[config.mk]
export PLATFORM = sky130hd
export DESIGN_NAME = fan_ramp_ctrl
export DESIGN_NICKNAME = d
export VERILOG_FILES = /design/src/fan_ramp_pkg.sv /design/src/ramp_step.sv /design/src/fan_ramp_ctrl.sv
export SDC_FILE = /design/constraint.sdc
export NUM_CORES = 1
export LEC_CHECK = 0
export BUFFER_PORTS_ARGS = -buffer_cell sky130_fd_sc_hd__buf_2
export CORE_MARGIN = 2
export CORE_UTILIZATION = 55
export DETAILED_ROUTE_END_ITERATION = 8
export GPL_ROUTABILITY_DRIVEN = 1
export PLACE_DENSITY = 0.77
export SYNTH_ARGS = -nofsm -noshare
export SYNTH_HDL_FRONTEND = slang
export SYNTH_SLANG_ARGS = --single-unit
[constraint.sdc]
create_clock -name ref_clk -period 8.3 [get_ports ref_clk]
set_input_delay 1.66 -clock ref_clk [delete_from_list [all_inputs] [get_ports ref_clk]]
set_output_delay 1.66 -clock ref_clk [all_outputs]
set_load 0.02 [all_outputs]
[src/fan_ramp_pkg.sv]
// Shared constants for the fan ramp and floor-duty control block.
// Assumes an APB slave at 40 MHz with byte-wide registers in aligned words.
package fan_ramp_pkg;

   // ****************************************
   // Register indices and byte addresses
   // ****************************************
   // Printed offsets are not multiples of four: kept as indices, address = 4*index
   localparam logic [7:0] IDX_RAMP_A = 8'h62;
   localparam logic [7:0] IDX_RAMP_B = 8'h63;
   localparam logic [7:0] IDX_FLOOR1 = 8'h64;
   localparam logic [7:0] IDX_FLOOR2 = 8'h65;
   localparam logic [7:0] IDX_FLOOR3 = 8'h66;
   localparam logic [7:0] IDX_LOWT_R1 = 8'h67;
   localparam logic [7:0] IDX_LOWT_LOC = 8'h68;
   localparam logic [7:0] IDX_LOWT_R2 = 8'h69;
   localparam logic [7:0] IDX_DUTY1 = 8'h80;
   localparam logic [7:0] IDX_DUTY2 = 8'h81;
   localparam logic [7:0] IDX_DUTY3 = 8'h82;

   // ****************************************
   // Field positions
   // ****************************************
   localparam int RATE1_LSB = 0;
   localparam int EN1_BIT = 3;
   localparam int SYNC_BIT = 4;
   localparam int HOLD1_BIT = 5;
   localparam int RATE3_LSB = 0;
   localparam int EN3_BIT = 3;
   localparam int RATE2_LSB = 4;
   localparam int EN2_BIT = 7;

   // ****************************************
   // Reset values and duty levels
   // ****************************************
   localparam logic [7:0] RAMP_RST = 8'h00;
   localparam logic [7:0] FLOOR_RST = 8'h80;
   localparam logic [7:0] LOWT_RST = 8'h5a;
   localparam logic [7:0] DUTY_FULL = 8'hff;
   localparam logic [7:0] DUTY_OFF = 8'h00;

   // ****************************************
   // Timing
   // ****************************************
   localparam int CLK_HZ = 40000000;
   localparam int SLOT_US = 1000;
   localparam int SLOT_CYC = (CLK_HZ / 1000000) * SLOT_US;
   localparam int SLOW_FACTOR = 4;

endpackage

[src/ramp_step.sv]
// Per-output duty ramp stepper: one slot tick moves the duty toward target.
// Assumes the slot tick is a one-cycle pulse from the parent.
`timescale 1ns/1ps
`default_nettype none
module ramp_step (
   input wire logic ref_clk,
   input wire logic reset,
   input wire logic tick,
   input wire logic rampOn,
   input wire logic [2:0] rate,
   input wire logic [7:0] target,
   output logic [7:0] duty
);
   typedef struct packed {
      logic [7:0] duty;
   } st_s;
   st_s st_r;
   st_s st_nxt;
   logic [7:0] inc;

   // Code to per-slot increment
   always_comb begin
      case (rate)
         3'h0: inc = 8'h01;
         3'h1: inc = 8'h02;
         3'h2: inc = 8'h03;
         3'h3: inc = 8'h04;
         3'h4: inc = 8'h08;
         3'h5: inc = 8'h0c;
         3'h6: inc = 8'h18;
         default: inc = 8'h30;
      endcase
   end

   // Step without overshoot; jump when ramping is off
   always_comb begin
      st_nxt = st_r;
      if (!rampOn) begin
         st_nxt.duty = target;
      end else if (tick) begin
         if (target > st_r.duty) begin
            if (target - st_r.duty <= inc) st_nxt.duty = target;
            else st_nxt.duty = st_r.duty + inc;
         end else if (target < st_r.duty) begin
            if (st_r.duty - target <= inc) st_nxt.duty = target;
            else st_nxt.duty = st_r.duty - inc;
         end
      end
   end

   always_ff @(posedge ref_clk) begin
      if (reset) st_r <= '0;
      else st_r <= st_nxt;
   end
   assign duty = st_r.duty;
endmodule
`default_nettype wire

[src/fan_ramp_ctrl.sv]
// Fan ramp, floor duty and low-threshold control with APB registers.
// Assumes temperature, span and overtemperature results arrive as inputs.
//
// Chosen here: the APB register port.
`timescale 1ns/1ps
`default_nettype none
module fan_ramp_ctrl #(
   parameter int SLOT_CYCLES = fan_ramp_pkg::SLOT_CYC
) (
   input wire logic ref_clk,
   input wire logic reset,
   input wire logic psel,
   input wire logic penable,
   input wire logic pwrite,
   input wire logic [11:0] paddr,
   input wire logic [31:0] pwdata,
   output logic [31:0] prdata,
   output logic pready,
   output logic pslverr,
   input wire logic lockBit,
   input wire logic [2:0] autoMode,
   input wire logic [2:0] slowOut,
   input wire logic [1:0] srcSel1,
   input wire logic [1:0] srcSel2,
   input wire logic [1:0] srcSel3,
   input wire logic [7:0] tempR1,
   input wire logic [7:0] tempLoc,
   input wire logic [7:0] tempR2,
   input wire logic [23:0] hystAll,
   input wire logic [23:0] spanSlope,
   input wire logic overtempAny,
   output logic [7:0] dutyOut1,
   output logic [7:0] dutyOut2,
   output logic [7:0] dutyOut3,
   output logic [2:0] speedSyncMask
);
   // ****************************************
   // State
   // ****************************************
   typedef struct packed {
      logic [7:0] rampA;
      logic [7:0] rampB;
      logic [2:0][7:0] floorDuty;
      logic [2:0][7:0] lowT;
      logic [2:0] coolHold; // Set above threshold, held until at or below hysteresis point
      logic [2:0][7:0] target;
      logic [31:0] slotCnt;
      logic [2:0][1:0] slowCnt;
      logic [2:0] tick;
      logic [31:0] rdata;
      logic ready;
      logic err;
      logic [2:0] syncMask;
      logic [2:0][7:0] dutyQ;
   } st_s;
   st_s st_r;
   st_s st_nxt;

   // Stepper outputs and decoded register fields
   logic [2:0][7:0] duty;
   logic [2:0][2:0] rate;
   logic [2:0] rampOn;
   logic [2:0][7:0] temps;
   logic [2:0][1:0] srcSel;
   logic [9:0] idx;
   logic access;
   logic hit;

   // Channel order: remote 1, local, remote 2
   assign temps = {tempR2, tempLoc, tempR1};
   assign srcSel = {srcSel3, srcSel2, srcSel1};
   assign idx = paddr[11:2];
   assign access = psel && penable && !st_r.ready;

   // Field decode of the two ramp registers
   assign rate[0] = st_r.rampA[fan_ramp_pkg::RATE1_LSB +: 3];
   assign rate[1] = st_r.rampB[fan_ramp_pkg::RATE2_LSB +: 3];
   assign rate[2] = st_r.rampB[fan_ramp_pkg::RATE3_LSB +: 3];
   assign rampOn[0] = st_r.rampA[fan_ramp_pkg::EN1_BIT] && !overtempAny;
   assign rampOn[1] = st_r.rampB[fan_ramp_pkg::EN2_BIT] && !overtempAny;
   assign rampOn[2] = st_r.rampB[fan_ramp_pkg::EN3_BIT] && !overtempAny;

   // ****************************************
   // Ramp steppers, one per output
   // ****************************************
   // Steppers own the duty flip-flops; dutyQ adds one stage
   // so that an overtemperature overrides them within one edge
   genvar g;
   generate
      for (g = 0; g < 3; g++) begin : gen_out
         ramp_step u_step (
            .ref_clk(ref_clk),
            .reset(reset),
            .tick(st_r.tick[g]),
            .rampOn(rampOn[g]),
            .rate(rate[g]),
            .target(st_r.target[g]),
            .duty(duty[g])
         );
      end
   endgenerate

   // ****************************************
   // Next-state logic
   // ****************************************
   // Target calculation, slot timing and APB access in one pass
   always_comb begin
      logic [7:0] t;
      logic [7:0] hy;
      logic [8:0] lowEdge;
      logic [15:0] rise;
      logic [8:0] sum;
      int c;
      t = '0;
      hy = '0;
      lowEdge = '0;
      rise = '0;
      sum = '0;
      c = 0;
      st_nxt = st_r;
      st_nxt.tick = '0;
      st_nxt.ready = 1'b0;
      st_nxt.err = 1'b0;
      st_nxt.dutyQ = duty;
      // Slot counter; slow outputs take one tick in four
      if (st_r.slotCnt >= 32'(SLOT_CYCLES - 1)) begin
         st_nxt.slotCnt = '0;
         for (int i = 0; i < 3; i++) begin
            st_nxt.slowCnt[i] = st_r.slowCnt[i] + 2'h1;
            st_nxt.tick[i] = !slowOut[i] || (st_r.slowCnt[i] == 2'h3);
         end
      end else begin
         st_nxt.slotCnt = st_r.slotCnt + 32'h1;
      end
      // Target per output, from its controlling channel
      for (int i = 0; i < 3; i++) begin
         c = (srcSel[i] == 2'h3) ? 2 : int'(srcSel[i]);
         t = temps[c];
         hy = {4'h0, hystAll[8*c +: 4]};
         lowEdge = {1'b0, st_r.lowT[c]} - {1'b0, hy};
         if (t > st_r.lowT[c]) begin
            // Above threshold: floor plus slope times excess, saturating
            st_nxt.coolHold[i] = 1'b1;
            rise = 16'(t - st_r.lowT[c]) * {8'h00, spanSlope[8*i +: 8]};
            sum = {1'b0, st_r.floorDuty[i]} + {1'b0, rise[7:0]};
            if (rise[15:8] != 8'h00 || sum[8]) st_nxt.target[i] = fan_ramp_pkg::DUTY_FULL;
            else st_nxt.target[i] = sum[7:0];
         end else if (st_r.coolHold[i] && (lowEdge[8] || t > lowEdge[7:0])) begin
            st_nxt.target[i] = st_r.floorDuty[i];
         end else begin
            st_nxt.coolHold[i] = 1'b0;
            // Bits 5..7 of register A pick off or floor below the band
            if (st_r.rampA[fan_ramp_pkg::HOLD1_BIT + i]) begin
               st_nxt.target[i] = st_r.floorDuty[i];
            end else begin
               st_nxt.target[i] = fan_ramp_pkg::DUTY_OFF;
            end
         end
         if (!autoMode[i]) st_nxt.target[i] = st_r.floorDuty[i];
         if (overtempAny) begin
            st_nxt.target[i] = fan_ramp_pkg::DUTY_FULL;
            st_nxt.dutyQ[i] = fan_ramp_pkg::DUTY_FULL;
         end
      end
      // Speed inputs 3,4 always, input 2 only with sync bit
      st_nxt.syncMask = {2'b11, st_r.rampA[fan_ramp_pkg::SYNC_BIT]};
      // APB: one wait state per access phase, answer registered
      if (access) begin
         st_nxt.ready = 1'b1;
         st_nxt.rdata = '0;
         hit = 1'b1;
         if (idx == {2'b00, fan_ramp_pkg::IDX_RAMP_A}) begin
            st_nxt.rdata = {24'h0, st_r.rampA};
            if (pwrite && !lockBit) st_nxt.rampA = pwdata[7:0];
         end else if (idx == {2'b00, fan_ramp_pkg::IDX_RAMP_B}) begin
            st_nxt.rdata = {24'h0, st_r.rampB};
            if (pwrite) st_nxt.rampB = pwdata[7:0];
         end else if (idx == {2'b00, fan_ramp_pkg::IDX_FLOOR1}) begin
            st_nxt.rdata = {24'h0, st_r.floorDuty[0]};
            if (pwrite && !autoMode[0]) st_nxt.floorDuty[0] = pwdata[7:0];
         end else if (idx == {2'b00, fan_ramp_pkg::IDX_FLOOR2}) begin
            st_nxt.rdata = {24'h0, st_r.floorDuty[1]};
            if (pwrite && !autoMode[1]) st_nxt.floorDuty[1] = pwdata[7:0];
         end else if (idx == {2'b00, fan_ramp_pkg::IDX_FLOOR3}) begin
            st_nxt.rdata = {24'h0, st_r.floorDuty[2]};
            if (pwrite && !autoMode[2]) st_nxt.floorDuty[2] = pwdata[7:0];
         end else if (idx == {2'b00, fan_ramp_pkg::IDX_LOWT_R1}) begin
            st_nxt.rdata = {24'h0, st_r.lowT[0]};
            if (pwrite && !lockBit) st_nxt.lowT[0] = pwdata[7:0];
         end else if (idx == {2'b00, fan_ramp_pkg::IDX_LOWT_LOC}) begin
            st_nxt.rdata = {24'h0, st_r.lowT[1]};
            if (pwrite && !lockBit) st_nxt.lowT[1] = pwdata[7:0];
         end else if (idx == {2'b00, fan_ramp_pkg::IDX_LOWT_R2}) begin
            st_nxt.rdata = {24'h0, st_r.lowT[2]};
            if (pwrite && !lockBit) st_nxt.lowT[2] = pwdata[7:0];
         end else if (idx == {2'b00, fan_ramp_pkg::IDX_DUTY1}) begin
            st_nxt.rdata = {24'h0, st_r.dutyQ[0]};
         end else if (idx == {2'b00, fan_ramp_pkg::IDX_DUTY2}) begin
            st_nxt.rdata = {24'h0, st_r.dutyQ[1]};
         end else if (idx == {2'b00, fan_ramp_pkg::IDX_DUTY3}) begin
            st_nxt.rdata = {24'h0, st_r.dutyQ[2]};
         end else begin
            hit = 1'b0;
         end
         st_nxt.err = !hit; // Unmapped address errors, reads zero
      end else begin
         hit = 1'b0;
      end
   end

   // ****************************************
   // State register
   // ****************************************
   // Reset values; lock may not be sampled here, only constants
   always_ff @(posedge ref_clk) begin
      if (reset) begin
         st_r <= '0;
         st_r.rampA <= fan_ramp_pkg::RAMP_RST;
         st_r.rampB <= fan_ramp_pkg::RAMP_RST;
         st_r.floorDuty <= {3{fan_ramp_pkg::FLOOR_RST}};
         st_r.lowT <= {3{fan_ramp_pkg::LOWT_RST}};
         st_r.syncMask <= 3'b110;
      end else begin
         st_r <= st_nxt;
      end
   end

   // Every top output is a state flip-flop
   assign prdata = st_r.rdata;
   assign pready = st_r.ready;
   assign pslverr = st_r.err;
   assign dutyOut1 = st_r.dutyQ[0];
   assign dutyOut2 = st_r.dutyQ[1];
   assign dutyOut3 = st_r.dutyQ[2];
   assign speedSyncMask = st_r.syncMask;
endmodule
`default_nettype wire

==> results.sh, run 1 <==
export IMPL_initial_core_util=0.560
export IMPL_io_buffers=131
export IMPL_fillers=3777
export IMPL_clkPwrFrac=0.089
export IMPL_worstSkewPairLatency_ns=0.45
export IMPL_synth_adder_area_share=0.282
export IMPL_outcome="complete, no violations"
export IMPL_die_y_um=219
export IMPL_synth_simple_area_share=0.174
export IMPL_min_period_over_period=0.978
export IMPL_hp_start="prdata[3]"
export IMPL_cts_sinks=191
export IMPL_synth_warnings=0
export IMPL_hold_path_endpoint="prdata[3]"
export IMPL_worstSetupPathType="input port to flop"
export IMPL_synth_edf_count=0
export IMPL_synth_top_family_by_area="adder cells"
export IMPL_yosys_register_bits=191
export IMPL_dr_pass1_iters=6
export IMPL_place_hpwl_mm=60.2
export IMPL_crit_fanout=8
export IMPL_synth_compound_area_share=0.174
export IMPL_seqPwrFrac=0.103
export IMPL_skew_ns=0.0156
export IMPL_endpoint_kind="flop"
export IMPL_cp_common_cell="fa_1"
export IMPL_p_leak_nw=13.7
export IMPL_internal_power_mw=5.13
export IMPL_synth_area_mux_share=0.0699
export IMPL_die_area_um2=48100
export IMPL_finalMaxSlewViolations=0
export IMPL_switching_share=0.468
export IMPL_ys_types=111
export IMPL_worstMarginPinSlew_ns=1.25
export IMPL_setup_violations=0
export IMPL_slowest_stage="fa_1"
export IMPL_cts_buffer_depth=2
export IMPL_antenna_found_initial=10
export IMPL_synth_largest_area_cell="dfxtp_1"
export IMPL_gr_total_overflow=0
export IMPL_hold_class="flop to flop"
export IMPL_netlist_area_leader_share=0.150
export IMPL_max_cap_viol_count=0
export IMPL_grt_pass1_vias=23200
export IMPL_timing_rr_start="st_r[146]"
export IMPL_wl_mm=74.6
export IMPL_cts_root_buf="clkbuf_16"
export IMPL_finalNetCount=4005
export IMPL_stdcell_count=4033
export IMPL_fin_util=0.647
export IMPL_via_count=23600
export IMPL_numCtsBuffers=17
export IMPL_ir_worst_vdd_mv=0.367
export IMPL_cp_required_ns=8.58
export IMPL_core_area_um2=45600
export IMPL_regToRegSetupSlack_ns=0.99
export IMPL_powerDensity_nw_per_um2=327
export IMPL_wl_per_cell_um=18.5
export IMPL_syn2layout_area_growth_pct=15.5
export IMPL_combPwrFrac=0.808
export IMPL_synth_xor_area_frac=0.0585
export IMPL_synthFlopType="dfxtp_1"
export IMPL_layout_min_cycle_time_ns=8.12
export IMPL_drt_antenna_violating_nets=0
export IMPL_cts_reportedPaths_clkPinSlew_ns=0.08
export IMPL_drc=0
export IMPL_cts_hold_buf=0
export IMPL_track_usage=0.302
export IMPL_reg2regPathDepth=33
export IMPL_tritoncts="yes"
export IMPL_cp_slowest_stage_delay_ns=0.56
export IMPL_worst_hold_slack_ns=0.455
export IMPL_drt_iter0_drc=1867
export IMPL_whs_path_depth=2
export IMPL_cts_max_level=4
export IMPL_p_total_mw=9.65
export IMPL_max_slew_margin_rel=0.157
export IMPL_cp_arrival_ns=8.40
export IMPL_dp_cells=3972
export IMPL_syn_avg_cell_area_um2=8.16
export IMPL_rows=78
export IMPL_pin_count=196
export IMPL_r2r_end="st_r[104]"
export IMPL_grt_pass1_wl_mm=117
export IMPL_synth_top_cells_by_area="dfxtp_1 (15%), fa_1 (14%), ha_1 (14%)"
export IMPL_place_congestion=0.971
export IMPL_fp_dieW_um=219
export IMPL_synth_seq_area_share=0.150
export IMPL_syn_cell_area_um2=25500
export IMPL_drive_gt1_frac=0.174
export IMPL_fin_ws_ns=0.182
export IMPL_p_sw_mw=4.52
export IMPL_hold_viol_final=0
export IMPL_crit_path_start_kind="input port"
export IMPL_grt_max_degree=68
export IMPL_async_flop_share=0
export IMPL_avgViaCountPerCell=5.86
export IMPL_post_place_ws_ns=-0.619
export IMPL_netlist_instances=3128
export IMPL_fmax_ghz=0.123
-- metrics by stage --
stage / instance area (um2) / setup TNS, ns
floorplan: 25800 / 0
global placement: 28100 / -7.75
detailed placement: 28100 / -11.86
CTS: 28700 / 0
global route: 29500 / -0.756
finish: 29500 / 0
-- worst max-delay path by stage --
| stage | from | to | slack [ns] | cells after the start |
|---|---|---|---|---|
| 4_1_cts | srcSel1[0] | st_r[105] | 0.01 | 34 |
| 3_3_place_gp | srcSel3[0] | st_r[118] | -0.46 | 28 |
| 3_5_place_dp | srcSel1[0] | st_r[105] | -0.62 | 34 |
| 2_1_floorplan | srcSel1[1] | st_r[104] | 0.001 | 28 |
| 5_1_grt | srcSel1[0] | st_r[102] | -0.11 | 33 |
| 6_report | srcSel2[0] | st_r[113] | 0.18 | 31 |
-- synthesized netlist by cell type, types with 9 or more instances --
cell        n
nand3b_1    9
o21a_1     36
ha_1      280
a21o_1     36
nor2_1    246
a211oi_1   31
o221ai_1    9
xor2_1     65
o22ai_1    20
o211ai_1   24
a21boi_0   10
nand2b_1   31
buf_2      12
a31oi_1    17
mux2_2     17
xnor2_1   100
nor2b_1    46
o31ai_1    11
a221oi_1   18
buf_4      64
o21bai_1   35
a21oi_1   181
nand3_1    33
nor4_1     13
clkbuf_1   83
fa_1      180
inv_1     370
a22oi_1    17
nor3_1     47
mux2i_1   146
nor3b_1     9
and3_1     15
dfxtp_1   191
o21ai_1     9
nand2_1   284
and2_1     98
o21ai_0   129
nand4_1    25
-- logic make-up after synthesis --
| group | after synthesis |
|---|---|
| XOR/XNOR | 168 |
| flip-flops | 191 |
| adder cells (fa/ha/maj) | 469 |
| other | 2 |
| multiplexers | 170 |
| buffers and inverters | 544 |
| AND/OR/NAND/NOR | 910 |
| AO/OA/AOI/OAI | 674 |
-- critical path, delay by kind of cell --
kind            cells  cell delay (ns)
xor+xnor            3             0.50
simple gates        9             1.79
compound gates      7             1.12
fa+ha+maj           6             2.59
buf+inv             6             0.71
-- per-layer routing --
layer	track usage	part of all wire
met5	0	0.00017
met1	0.397	0.43
met4	0.0971	0.030
met3	0.0320	0.070
met2	0.519	0.47
-- cells in the final DEF, fill, tap and decap left out, types with 14 or more instances in the layout --
cell type	instances
mux2i_1	143
and2_1	96
xnor2_1	96
dfxtp_1	191
a211oi_1	21
a31oi_1	15
a221oi_1	18
nand2b_1	31
o22ai_1	19
nand2_1	279
conb_1	42
buf_2	126
o21bai_1	35
nor3_1	41
o21ai_1	28
a21o_1	36
ha_1	263
a21oi_1	174
inv_1	367
buf_4	254
nor2_1	236
a22oi_1	15
and3_1	15
fa_1	174
mux2_2	14
nand4_1	25
nand3_1	31
nor2b_1	46
o21ai_0	105
o21a_1	36
o211ai_1	24
clkbuf_16	17
xor2_1	63
-- final cells by class --
class	instances	area (um2)	share of cell area
Antenna cell	10	25.0	0.000849
Clock buffer	17	425	0.0144
Clock inverter	15	189	0.00641
Inverter	376	1410	0.0480
Multi-Input combinational cell	2433	20200	0.684
Sequential cell	191	3820	0.130
Tap cell	600	751	0.0255
Timing Repair Buffer	391	2680	0.0910
-- power by group through the flow --
stage	registers [mW]	clock network, mW	logic (mW)
detailed placement	1.02	0	6.96
global placement	1.02	0	6.67
global route	1.00	0.887	8.67
CTS	0.996	0.855	7.03
floorplan	0.999	0	4.84
finish	0.998	0.854	7.80
-- registers in the layout, indices dropped and copies added (netlist names) --
register and count:
gen_out.u_step.duty 24, rate 9, dutyOut2 8, prdata 8
pslverr 1, dutyOut3 8, st_r 122, dutyOut1 8
pready 1, speedSyncMask 1, st_nxt 1
-- timing repair --
| item | in CTS | in global routing |
|---|---|---|
| gates resized for setup | 10 | 132 |
| pin swaps | 1 | 79 |
| buffers inserted | 0 | 18 |
| hold endpoints to repair | 0 | 0 |
| endpoints found under the setup margin | 15 | 24 |
| cloned | 0 | 1 |
(Power assumes the default switching activity.)
==> inputs of run 2 (changes only) <==
Settings changed: ABC_AREA from default to 1, PLACE_DENSITY 0.77 to 0.74.
Clock period 8.3 ns to 10.5 ns, I/O delays scaled along.
==> run 2 against run 1 <==
Cell count rose by 5.4%; first-iteration DRC count rose by 4.2%; worst setup slack improved by 1.1 ns; die area fell by 0.30%; register-to-register slack better by 2.1 ns; synthesized area is 0.30% lower; global-route usage decreased by 1.1 points; flip-flop and latch count stayed put; combinational power is 30% lower; largest cell class unchanged; largest power group unchanged.
==> results.sh, run 2 <==
export IMPL_cts_hold_buf=0
export IMPL_place_congestion=0.979
export IMPL_yosys_register_bits=191
export IMPL_layout_common_cells="nand2_1 (653), inv_1 (639), a21oi_1 (319)"
export IMPL_dp_cells=4217
export IMPL_die_area_um2=48000
export IMPL_cts_sinks=191
export IMPL_avgViaCountPerCell=5.47
export IMPL_multi_input_area_um2=18300
export IMPL_fp_dieW_um=219
export IMPL_dr_pass1_iters=5
export IMPL_fillers=4480
export IMPL_synth_seq_area_share=0.150
export IMPL_yosys_cell_count_top_type="nand2_1"
export IMPL_die_y_um=219
export IMPL_switching_share=0.528
export IMPL_syn2layout_area_growth_pct=4.93
export IMPL_combPwrFrac=0.790
export IMPL_slowest_stage="nor4_2"
export IMPL_antenna_found_initial=4
export IMPL_worstSetupPathType="input port to flop"
export IMPL_seqPwrFrac=0.115
export IMPL_tritoncts="yes"
export IMPL_p_sw_mw=3.64
export IMPL_ys_types=70
export IMPL_cts_max_level=4
export IMPL_ir_worst_vdd_mv=0.763
export IMPL_cts_root_buf="clkbuf_16"
export IMPL_initial_core_util=0.559
export IMPL_powerDensity_nw_per_um2=258
export IMPL_grt_pass1_vias=21700
export IMPL_grt_max_degree=70
export IMPL_ys_top_cells_by_count="nand2_1 (653), inv_1 (639), a21oi_1 (319), nor2_1 (295), ha_1 (280)"
export IMPL_track_usage=0.292
export IMPL_via_count=23200
export IMPL_core_area_um2=45500
export IMPL_cts_setup_buffers=0
export IMPL_wl_per_cell_um=16.4
export IMPL_worstMarginPinSlew_ns=1.22
export IMPL_crit_fanout=26
export IMPL_hold_viol_final=0
export IMPL_cp_slowest_stage_delay_ns=0.68
export IMPL_rsz0062_at_grt="no"
export IMPL_synthFlopType="dfxtp_1"
export IMPL_syn_cell_area_um2=25400
export IMPL_io_buffers=131
export IMPL_cp_arrival_ns=9.48
export IMPL_stdcell_count=4250
export IMPL_place_hpwl_mm=57.6
export IMPL_drc=0
export IMPL_grt_pass1_wl_mm=112
export IMPL_drt_iter0_drc=1945
export IMPL_final_common_cell="nand2_1"
export IMPL_min_period_over_period=0.880
export IMPL_finalNetCount=4231
export IMPL_synth_edf_count=0
export IMPL_outcome="complete, no violations"
export IMPL_drt_antenna_violating_nets=0
export IMPL_regMostFlops="st_r"
export IMPL_syn_avg_cell_area_um2=7.08
export IMPL_worstSkewPairLatency_ns=0.44
export IMPL_rows=78
export IMPL_finalMaxSlewViolations=0
export IMPL_cts_reportedPaths_clkPinSlew_ns=0.08
export IMPL_p_total_mw=6.90
export IMPL_hold_class="flop to flop"
export IMPL_numCtsBuffers=17
export IMPL_netlist_area_leader_share=0.150
export IMPL_cts_resized=0
export IMPL_fmax_ghz=0.108
export IMPL_synth_top_cells_by_area="dfxtp_1 (15%), fa_1 (14%), ha_1 (14%)"
export IMPL_synth_warnings=0
export IMPL_drive_gt1_frac=0.0770
export IMPL_pin_count=196
export IMPL_max_cap_viol_count=0
export IMPL_internal_power_mw=3.25
export IMPL_finalSetupTns_ns=0
export IMPL_endpoint_kind="flop"
export IMPL_clkPwrFrac=0.095
export IMPL_async_flop_share=0
export IMPL_layout_min_cycle_time_ns=9.24
export IMPL_largest_reg_flops=122
export IMPL_max_slew_margin_rel=0.181
export IMPL_p_leak_nw=13.2
export IMPL_crit_path_start_kind="input port"
export IMPL_wl_mm=69.6
export IMPL_netlist_instances=3592
export IMPL_fin_util=0.587
export IMPL_cts_buffer_depth=2
export IMPL_gr_total_overflow=0
export IMPL_setup_violations=0
export IMPL_synth_largest_area_cell="dfxtp_1"
export IMPL_cp_required_ns=10.74
export IMPL_skew_ns=0.0124
export IMPL_register_area_um2=3820
## run 2: cell count changes after synthesis, sizes merged, moves of 32 or more
cell and delta:
a21oi +150, o21ai +53, o21a -33, clkbuf -32
nand3 +96, xor2 +46, inv +285, o211ai +39
and2 -96, nand2 +384, nor2b -46, xnor2 -59
nor2 +52, mux2i -150
## run 2: path summary, 6_finish.rpt
path | from | end | slack [ns] | depth (start not counted)
setup / recovery | srcSel1[1] | st_r[103] | 1.26 | 35
hold / removal | st_r[66] | st_r[66] | 0.49 | 1
setup reg to reg | st_r[148] | st_r[125] | 3.08 | 35
hold reg to reg | st_r[66] | st_r[66] | 0.49 | 1
## run 2: power by group through the flow
stage,clock network (mW),registers (mW),logic (mW)
final,0.653,0.797,5.45
after global routing,0.685,0.798,6.29
after CTS,0.657,0.794,5.49
after detailed placement,0,0.811,5.46
after global placement,0,0.811,5.37
after floorplan,0,0.790,4.33
## run 2: logic make-up after synthesis
| kind of cell | after synthesis | synth area share |
|---|---|---|
| AOI/OAI and AO/OA | 749 | 0.176 |
| DFF | 191 | 0.150 |
| other | 2 | 0.000295 |
| adders and majority gates | 460 | 0.279 |
| buffers and inverters | 816 | 0.135 |
| and+or+nand+nor | 1219 | 0.205 |
| xor gates and xnor gates | 155 | 0.0542 |
## run 2: final cells by class
type | count | area share
antenna | 1 | 0.0000937
clock buffer | 18 | 0.0161
clock inverter | 14 | 0.00600
inverter | 666 | 0.0939
multi-input combinational | 2625 | 0.687
sequential | 191 | 0.143
tap | 600 | 0.0281
timing repair buffer | 135 | 0.0258
## run 2: metal layers
layer / share of wire / track usage / up-vias
met3: 0.074 / 0.0374 / 128
met4: 0.030 / 0.0872 / 6
met1: 0.43 / 0.394 / 10700
li1: - / - / 11600
met5: 0.00060 / 0 / -
met2: 0.46 / 0.487 / 803
## run 2: per-stage QoR
stage               hold WS [ns]  setup slack (ns)  cell area, um2
global route               0.509             0.744           26700
floorplan                  0.418              2.13           25600
global placement           0.431             0.978           26100
finish                     0.489              1.26           26700
CTS                        0.486              1.39           26700
detailed placement         0.475             0.946           26100
## run 2: worst max-delay path, delay by kind of cell
kind	cells	cell delay, ns
AO/OA/AOI/OAI	6	1.22
XOR/XNOR	1	0.20
adder cells (fa/ha/maj)	7	2.62
buffers and inverters	8	1.06
AND/OR/NAND/NOR	13	2.26
